**src/rtl/dcw_pkg.sv**
```systemverilog
// shared constants for the drive command word decoder
package dcw_pkg;
  // register byte offsets on apb
  localparam logic [7:0]  CMD_WORD_OFS   = 8'h00;  // drive_command_word
  localparam logic [7:0]  CONFIG_OFS     = 8'h04;  // channel and mode setup
  localparam logic [7:0]  STATUS_OFS     = 8'h08;  // decoded command levels
  localparam logic [7:0]  FITTED_OFS     = 8'h0c;  // module presence, read only
  // reset values
  localparam logic [15:0] CMD_WORD_RST   = 16'h0000;
  localparam logic [2:0]  CHAN_RST       = 3'h0;   // terminal block
  localparam logic [1:0]  MODE_RST       = 2'h0;   // drive profile
  // config field positions
  localparam int CFG_CMD_CHAN_LSB  = 0;
  localparam int CFG_REF_CHAN_LSB  = 4;
  localparam int CFG_MODE_LSB      = 8;
  localparam int CFG_OWN_CHAN_LSB  = 12;
  // channel encodings, shared by command and reference selection
  localparam logic [2:0] CH_TERMINAL = 3'h0;
  localparam logic [2:0] CH_DISPLAY  = 3'h1;  // display_terminal_source
  localparam logic [2:0] CH_MODBUS   = 3'h2;
  localparam logic [2:0] CH_CANOPEN  = 3'h3;
  localparam logic [2:0] CH_FIELDBUS = 3'h4;
  localparam logic [2:0] CH_ETHERNET = 3'h5;
  // control modes
  localparam logic [1:0] MODE_DRIVE   = 2'h0;
  localparam logic [1:0] MODE_IO_LVL  = 2'h1;
  localparam logic [1:0] MODE_IO_EDGE = 2'h2;
  // command word bit positions
  localparam int B_SWITCH_ON = 0;
  localparam int B_VOLTAGE   = 1;
  localparam int B_QSTOP_N   = 2;
  localparam int B_ENABLE_OP = 3;
  localparam int B_FAULT_RST = 7;
  localparam int B_HALT      = 8;
  localparam int B_RUN_AUTH  = 0;
  localparam int B_FWD_EDGE  = 1;
  localparam int B_FWD_LVL   = 0;
  localparam int B_ASSIGN_LSB = 11;
endpackage

```
**src/rtl/dcw_rise_det.sv**
```systemverilog
// rising edge detector for one command bit
`timescale 1ns/1ps
module dcw_rise_det (
  input  wire logic pclk,     // system clock
  input  wire logic presetn,  // async reset, low
  input  wire logic ce,       // clock enable
  input  wire logic clr,      // suppress pulse, history still tracks level
  input  wire logic level,    // sampled bit
  output logic      pulse     // one-cycle rise pulse
);
  logic prev_q;  // bit value last cycle
  logic rise;    // combinational rise

  // rise seen when previous zero and now one
  assign rise = level & ~prev_q & ~clr;

  // history and registered pulse
  always_ff @(posedge pclk or negedge presetn) begin
    if (!presetn) begin
      prev_q <= 1'b0;
      pulse  <= 1'b0;
    end else if (ce) begin
      prev_q <= level;
      pulse  <= rise;
    end
  end
endmodule

```
**src/rtl/dcw_decoder.sv**
```systemverilog
// drive command word decoder with apb register access
`timescale 1ns/1ps
// What this block does
// - command source from configured, fitted channel
// - reference channel uses same encodings
// - drive profile unless io profile selected
// - bit 0 one gives contactor command
// - bit 1 zero disables voltage
// - bit 2 zero requests quick stop
// - bit 3 one enables operation, run
// - fault reset on bit 7 rise only
// - bit 8 halt stop, stay enabled
// - level io: bit 0 forward command
// - level bit 0 only on active channel
// - edge io: bit 0 run authorization
// - edge io: forward on bit 1 rise
// - edge io bits 0,1 not reassignable
module dcw_decoder (
  input  wire logic        pclk,          // system clock
  input  wire logic        presetn,       // async reset, low
  input  wire logic        ce,            // clock enable, freezes state
  input  wire logic        psel,          // apb select
  input  wire logic        penable,       // apb access phase
  input  wire logic        pwrite,        // apb direction
  input  wire logic [7:0]  paddr,         // apb byte address
  input  wire logic [31:0] pwdata,        // apb write data
  output logic      [31:0] prdata,        // apb read data
  output logic             pready,        // apb ready
  output logic             pslverr,       // apb error
  input  wire logic        canopen_fit,   // canopen module present, pin
  input  wire logic        fieldbus_fit,  // fieldbus module present, pin
  input  wire logic        ethernet_fit,  // embedded ethernet present, pin
  output logic             switch_on,     // contactor command
  output logic             disable_volt,  // withdraw supply authorization
  output logic             quick_stop,    // quick stop request
  output logic             run_cmd,       // run or forward command
  output logic             fault_reset,   // one-cycle fault reset pulse
  output logic             halt_stop,     // halt with halt_stop_style
  output logic             fwd_pulse,     // one-cycle edge forward
  output logic             run_auth,      // edge mode run authorization
  output logic             io_stop,       // edge mode forced stop
  output logic [4:0]       assign_bits,   // freely assignable command bits
  output logic [2:0]       cmd_chan,      // active command channel
  output logic [2:0]       ref_chan       // active reference channel
);
  // registers
  logic [15:0] cmd_word_q;   // drive_command_word
  logic [2:0]  cmd_sel_q;    // requested command channel
  logic [2:0]  ref_sel_q;    // requested reference channel
  logic [1:0]  mode_q;       // control mode
  logic [2:0]  own_chan_q;   // channel owning the word
  logic [2:0]  fit_s1_q;     // presence sync stage one
  logic [2:0]  fit_q;        // presence synced
  logic [31:0] prdata_d;     // next read data
  logic        slverr_d;     // next error

  // apb decode
  wire access   = psel & penable & ce;
  wire wr       = access & pwrite;
  wire hit_cmd  = paddr == dcw_pkg::CMD_WORD_OFS;
  wire hit_cfg  = paddr == dcw_pkg::CONFIG_OFS;
  wire hit_sts  = paddr == dcw_pkg::STATUS_OFS;
  wire hit_fit  = paddr == dcw_pkg::FITTED_OFS;
  wire hit_any  = hit_cmd | hit_cfg | hit_sts | hit_fit;
  wire wr_cmd   = wr & hit_cmd;
  wire wr_cfg   = wr & hit_cfg;

  // presence synchroniser, first stage read only by second
  always_ff @(posedge pclk or negedge presetn) begin
    if (!presetn) begin
      fit_s1_q <= 3'h0;
      fit_q    <= 3'h0;
    end else if (ce) begin
      fit_s1_q <= {ethernet_fit, fieldbus_fit, canopen_fit};
      fit_q    <= fit_s1_q;
    end
  end

  function automatic logic [2:0] chan_ok(input logic [2:0] ch, input logic [2:0] fit);
    logic [2:0] r;
    r = dcw_pkg::CH_TERMINAL;
    unique case (ch)
      dcw_pkg::CH_TERMINAL, dcw_pkg::CH_DISPLAY, dcw_pkg::CH_MODBUS: r = ch;
      dcw_pkg::CH_CANOPEN:  r = fit[0] ? ch : dcw_pkg::CH_TERMINAL;
      dcw_pkg::CH_FIELDBUS: r = fit[1] ? ch : dcw_pkg::CH_TERMINAL;
      dcw_pkg::CH_ETHERNET: r = fit[2] ? ch : dcw_pkg::CH_TERMINAL;
      default:              r = dcw_pkg::CH_TERMINAL;  // unused codes
    endcase
    return r;
  endfunction

  wire [2:0] cmd_chan_d = chan_ok(cmd_sel_q, fit_q);
  wire [2:0] ref_chan_d = chan_ok(ref_sel_q, fit_q);

  // mode decode
  // anything not io is drive profile
  wire io_lvl   = mode_q == dcw_pkg::MODE_IO_LVL;
  wire io_edge  = mode_q == dcw_pkg::MODE_IO_EDGE;
  wire drv_mode = ~io_lvl & ~io_edge;
  wire owns     = own_chan_q == cmd_chan_d;

  // register writes; reserved bits stored as written
  // reserved bits left to controller
  always_ff @(posedge pclk or negedge presetn) begin
    if (!presetn) begin
      cmd_word_q <= dcw_pkg::CMD_WORD_RST;
    end else if (wr_cmd) begin
      cmd_word_q <= pwdata[15:0];
    end
  end

  // configuration register
  always_ff @(posedge pclk or negedge presetn) begin
    if (!presetn) begin
      cmd_sel_q  <= dcw_pkg::CHAN_RST;
      ref_sel_q  <= dcw_pkg::CHAN_RST;
      mode_q     <= dcw_pkg::MODE_RST;
      own_chan_q <= dcw_pkg::CHAN_RST;
    end else if (wr_cfg) begin
      cmd_sel_q  <= pwdata[dcw_pkg::CFG_CMD_CHAN_LSB +: 3];
      ref_sel_q  <= pwdata[dcw_pkg::CFG_REF_CHAN_LSB +: 3];
      mode_q     <= pwdata[dcw_pkg::CFG_MODE_LSB +: 2];
      own_chan_q <= pwdata[dcw_pkg::CFG_OWN_CHAN_LSB +: 3];
    end
  end

  // edge detectors, pulses suppressed outside their mode
  logic fr_pulse;  // fault reset rise
  logic fw_pulse;  // forward rise

  // fault reset on bit 7 rise
  dcw_rise_det u_fault_rise (
    .pclk    (pclk),
    .presetn (presetn),
    .ce      (ce),
    .clr     (~drv_mode),
    .level   (cmd_word_q[dcw_pkg::B_FAULT_RST]),
    .pulse   (fr_pulse)
  );

  dcw_rise_det u_fwd_rise (
    .pclk    (pclk),
    .presetn (presetn),
    .ce      (ce),
    .clr     (~io_edge | ~cmd_word_q[dcw_pkg::B_RUN_AUTH]),
    .level   (cmd_word_q[dcw_pkg::B_FWD_EDGE]),
    .pulse   (fw_pulse)
  );

  // decoded command levels
  // contactor from bit 0
  wire sw_on_d  = drv_mode & cmd_word_q[dcw_pkg::B_SWITCH_ON];
  wire dis_v_d  = drv_mode & ~cmd_word_q[dcw_pkg::B_VOLTAGE];
  wire qstop_d  = drv_mode & ~cmd_word_q[dcw_pkg::B_QSTOP_N];
  wire halt_d   = drv_mode & cmd_word_q[dcw_pkg::B_HALT];
  wire auth_d   = io_edge & cmd_word_q[dcw_pkg::B_RUN_AUTH];
  wire istop_d  = io_edge & ~cmd_word_q[dcw_pkg::B_RUN_AUTH];
  wire fwd_lvl  = io_lvl & owns & cmd_word_q[dcw_pkg::B_FWD_LVL];
  wire run_d    = (drv_mode & cmd_word_q[dcw_pkg::B_ENABLE_OP]) | fwd_lvl;
  // edge bits 0,1 fixed; only 11..15 assignable
  wire [4:0] asg_d = cmd_word_q[15:dcw_pkg::B_ASSIGN_LSB];

  // registered command outputs
  always_ff @(posedge pclk or negedge presetn) begin
    if (!presetn) begin
      switch_on    <= 1'b0;
      disable_volt <= 1'b0;
      quick_stop   <= 1'b0;
      run_cmd      <= 1'b0;
      halt_stop    <= 1'b0;
      run_auth     <= 1'b0;
      io_stop      <= 1'b0;
      assign_bits  <= 5'h00;
      cmd_chan     <= dcw_pkg::CHAN_RST;
      ref_chan     <= dcw_pkg::CHAN_RST;
    end else if (ce) begin
      switch_on    <= sw_on_d;
      disable_volt <= dis_v_d;
      quick_stop   <= qstop_d;
      run_cmd      <= run_d;
      halt_stop    <= halt_d;
      run_auth     <= auth_d;
      io_stop      <= istop_d;
      assign_bits  <= asg_d;
      cmd_chan     <= cmd_chan_d;
      ref_chan     <= ref_chan_d;
    end
  end

  // pulse outputs straight from detector flops
  assign fault_reset = fr_pulse;
  assign fwd_pulse   = fw_pulse;

  // read mux
  always_comb begin
    prdata_d = 32'h0000_0000;
    slverr_d = 1'b0;
    if (hit_cmd) begin
      prdata_d[15:0] = cmd_word_q;
    end else if (hit_cfg) begin
      prdata_d[dcw_pkg::CFG_CMD_CHAN_LSB +: 3] = cmd_sel_q;
      prdata_d[dcw_pkg::CFG_REF_CHAN_LSB +: 3] = ref_sel_q;
      prdata_d[dcw_pkg::CFG_MODE_LSB +: 2]     = mode_q;
      prdata_d[dcw_pkg::CFG_OWN_CHAN_LSB +: 3] = own_chan_q;
    end else if (hit_sts) begin
      prdata_d[10:0] = {run_auth, io_stop, halt_stop, run_cmd, quick_stop,
                        disable_volt, switch_on, 1'b0, cmd_chan};
      prdata_d[18:16] = ref_chan;
    end else if (hit_fit) begin
      prdata_d[2:0] = fit_q;
    end else begin
      slverr_d = ~hit_any;  // unmapped address
    end
  end

  // apb answer: zero wait, registered from setup phase
  always_ff @(posedge pclk or negedge presetn) begin
    if (!presetn) begin
      prdata  <= 32'h0000_0000;
      pslverr <= 1'b0;
      pready  <= 1'b0;
    end else if (ce) begin
      pready  <= psel & ~penable;
      pslverr <= psel & ~penable & slverr_d;
      prdata  <= (psel & ~penable & ~pwrite) ? prdata_d : 32'h0000_0000;
    end
  end

endmodule

```
**config.mk**
```make
export PLATFORM = sky130hd
export DESIGN_NAME = dcw_decoder
export DESIGN_NICKNAME = d
export VERILOG_FILES = /design/src/rtl/dcw_pkg.sv /design/src/rtl/dcw_rise_det.sv /design/src/rtl/dcw_decoder.sv
export SDC_FILE = /design/constraint.sdc
export NUM_CORES = 1
export LEC_CHECK = 0
export BUFFER_PORTS_ARGS = -buffer_cell sky130_fd_sc_hd__buf_2
export CORE_MARGIN = 2
export CORE_UTILIZATION = 30
export CTS_CLUSTER_SIZE = 8
export DETAILED_ROUTE_END_ITERATION = 6
export GPL_ROUTABILITY_DRIVEN = 0
export PLACE_DENSITY = 0.58
export SYNTH_ARGS = -nofsm -noshare
export SYNTH_HDL_FRONTEND = slang
export SYNTH_SLANG_ARGS = --single-unit
```
**constraint.sdc**
```tcl
create_clock -name pclk -period 3.97 [get_ports pclk]
set_clock_uncertainty 0.2 [all_clocks]
set_input_delay 0.397 -clock pclk [delete_from_list [all_inputs] [get_ports pclk]]
set_output_delay 0.397 -clock pclk [all_outputs]
set_load 0.03 [all_outputs]
```
==> summary.md <==
| Metric | Value |
|---|---|
| RR Endpoint | `run_cmd$_DFFE_PN0P_` |
| Tot GR Track Use | `14.0%` |
| Post-synth top area cell | `dfrtp_1` |
| First-pass GRT wire length | `13400 um` |
| Min Tclk post-route | `2.05 ns` |
| Synth async-reset ratio | `100%` |
| Gr ovfl total | `0` |
| Clock latency on the worst-skew pair | `0.33 ns` |
| Synth Area in XOR/XNOR | `0.252%` |
| Syn. warnings | `0` |
| CORE AREA | `11400 um^2` |
| Final WL | `8190 um` |
| Power Density | `438 nW/um^2` |
| Setup violators final | `0` |
| Vias/cell | `4.83` |
| Cell-internal power | `0.00146 W` |
| Fmax | `0.487 GHz` |
| Row cnt | `39` |
| Worst EP arrival | `2.07 ns` |
| Most numerous cell in the Yosys netlist | `dfrtp_1` |
| Class of the worst hold path | `in -> async` |
| Sink Count | `76` |
| Comb pwr share | `6.3%` |
| Critical path class | `in -> reg` |
| Register share of total power | `43.0%` |
| DRC | `0` |
| Iter 0 DRT Violations | `100` |
| FF+latch count, synth | `76` |
| Peak VDD IR | `0.227 mV` |
| Register area share after synthesis | `54.7%` |
| Switch share | `22.0%` |
| Maxcap violations | `0` |
| Simple-Gate Fraction of Synth Area | `7.98%` |
| Clock power share | `50.7%` |
| Slew headroom | `37.6%` |
| Htree depth | `3` |
| Post-CTS setup buffers | `0` |
| Port bufs | `73` |
| DP HPWL | `5690 um` |
| Multiplexer share of the synthesized area | `19.1%` |
| P_sw | `0.000411 W` |
| Initial antenna violation count | `0` |
| Critical Path Sink Type | `register` |
| Synth cell count leaders | `dfrtp_1, mux2_2, inv_1` |
| Final #Nets | `391` |
| Die area | `12500 um^2` |
| FF-to-FF path depth | `5` |
| CTS tree | `built` |
| Status | `finished clean` |
| Synth top area cells | `dfrtp_1, mux2_2, mux2_4` |
| TNS Setup | `0 ns` |
| P_leak | `2.16 nW` |
| Required @ worst endpoint | `3.99 ns` |
| Clock-pin slew on the worst setup and hold paths | `0.06 ns` |
| Mapped Cells | `269` |
| Number of inserted diodes | `0` |
| RR Startpoint | `mode_q[0]$_DFFE_PN0P_` |
| Worst setup SP type | `input pin` |
| Post-CTS sizing | `0` |
| DIE WIDTH | `112 um` |
| Total CTS buffers | `9` |
| TritonRoute pass-1 iters | `4` |
| Largest net degree at the start of global routing | `77` |
| Filler cells | `1130` |
| Syn Std Cell Area | `3480 um^2` |
| Final hold vios | `0` |
| Top Ports | `103` |
| Die height | `112 um` |
| Vias | `2355` |
| Reg2reg setup slack | `2.33 ns` |
| Top-area cell type share of the netlist area | `54.7%` |
| Post-synthesis adder-cell area fraction | `0.719%` |
| Post-place instance area | `3920 um^2` |
| ANT nets after route | `0` |
| Crit Path Max Fanout | `16` |
| Syn Area/Cell | `12.9 um^2` |
| Clock Tree Buf Depth | `2` |
| Vias in the first global route | `2465` |
| Top_reg_cell synth | `dfrtp_1` |
| CTS Hold Buffers Added | `0` |
| RSZ-0062 raised after global routing | `false` |
| Crit share post-route | `51.8%` |
| Post-synthesis cell type count | `44` |
| Worst setup path start | `paddr[5]` |
| Root Buffer | `clkbuf_16` |
| Worst-Margin Slew | `0.936 ns` |
| Layout cells sized above 1 | `40.6%` |
| Slew Viols, Final | `0` |
| Area grow syn2layout | `22.6%` |
| Starting Density | `30.6%` |
| Final Cell Area | `4270 um^2` |
| Largest family of logic cells by synthesized area | `multiplexers` |
| Synth Area in Compound Gates | `10.4%` |
| EDFF count, synth | `0` |
| WL/cell | `16.8 um` |
## state kept, by name, summed over array words and instances (netlist names), 2 cells and up
register,flops
prdata,19
cmd_word_q,16
assign_bits,5
cmd_chan,3
cmd_sel_q,3
fit_q,3
fit_s1_q,3
own_chan_q,3
ref_chan,3
ref_sel_q,3
mode_q,2
## per-layer routing
layer  routed length (um)  part of all wire [%]  track usage, %
met5                    0                     0               0
met4                  121                   1.5            5.27
met3                  593                   7.2            4.90
met2                 3760                    46            21.1
met1                 3720                    45            18.7
## worst max path at each step
stage	endpoint	cells after the start
CTS	cmd_word_q[14]$_DFFE_PN0P_	5
finish	cmd_word_q[7]$_DFFE_PN0P_	5
detailed placement	cmd_word_q[6]$_DFFE_PN0P_	5
floorplan	cmd_word_q[10]$_DFFE_PN0P_	6
global route	cmd_word_q[7]$_DFFE_PN0P_	5
global placement	cmd_word_q[6]$_DFFE_PN0P_	5
## power groups by stage
stage / clock network (W) / registers [W] / logic, W
after detailed placement: 0 / 0.000817 / 0.000121
after global routing: 0.00101 / 0.000806 / 0.000132
after floorplan: 0 / 0.000821 / 0.0000723
final: 0.000947 / 0.000804 / 0.000119
after CTS: 0.000965 / 0.000803 / 0.000121
after global placement: 0 / 0.000817 / 0.000119
## per-stage QoR
stage	hold WS (ns)	total power, W	util [%]	std cells	worst slack (ns)
after floorplan	-0.0986	0.000893	-	281	1.78
after global placement	0.221	0.000936	34.4	472	1.58
after detailed placement	0.236	0.000938	34.4	472	1.57
after CTS	0.0599	0.00189	37.5	488	1.92
after global routing	0.0846	0.00195	37.5	488	1.84
final	0.0234	0.00187	37.5	488	1.92
## cell type report
cell class              count  area (um^2)  share of cell area (%)
flip-flops and latches     76         1900                    44.6
multi-input cells         162         1390                    32.6
repair buffers             75          383                    8.97
clock buffers              10          239                    5.60
well taps                 143          179                    4.19
clock inverters             6          111                    2.61
inverters                  16         60.1                    1.41
## cells by family after synthesis
family / count (synthesis)
other cells: 1
mux: 54
buf+inv: 43
simple gates: 43
compound gates: 49
flops: 76
fa+ha+maj: 2
xor+xnor: 1
## cell usage in the layout (no fill, tap or decap), drive strengths merged, types with 2 or more instances in the layout
| cell type | instances |
|---|---|
| o21ai | 11 |
| dfrtp | 76 |
| ha | 2 |
| nand3b | 3 |
| nand2 | 2 |
| mux2i | 11 |
| a32o | 6 |
| inv | 16 |
| a22o | 5 |
| clkbuf | 10 |
| mux4 | 3 |
| nand4b | 3 |
| nand3 | 5 |
| nor2b | 3 |
| nor4 | 2 |
| nand2b | 4 |
| conb | 13 |
| mux2 | 40 |
| a21oi | 8 |
| and3 | 2 |
| nor3 | 2 |
| clkinv | 2 |
| o2bb2ai | 13 |
| nand4 | 3 |
| bufinv | 3 |
| buf | 75 |
| nor2 | 9 |
## critical path, cell delays in order
cell and delay, ns:
buf_2 0.11, nor4_4 0.38, nand2_2 0.12, or4_4 0.70, mux2_4 0.36
No activity file was read; power rests on OpenSTA's default activity.
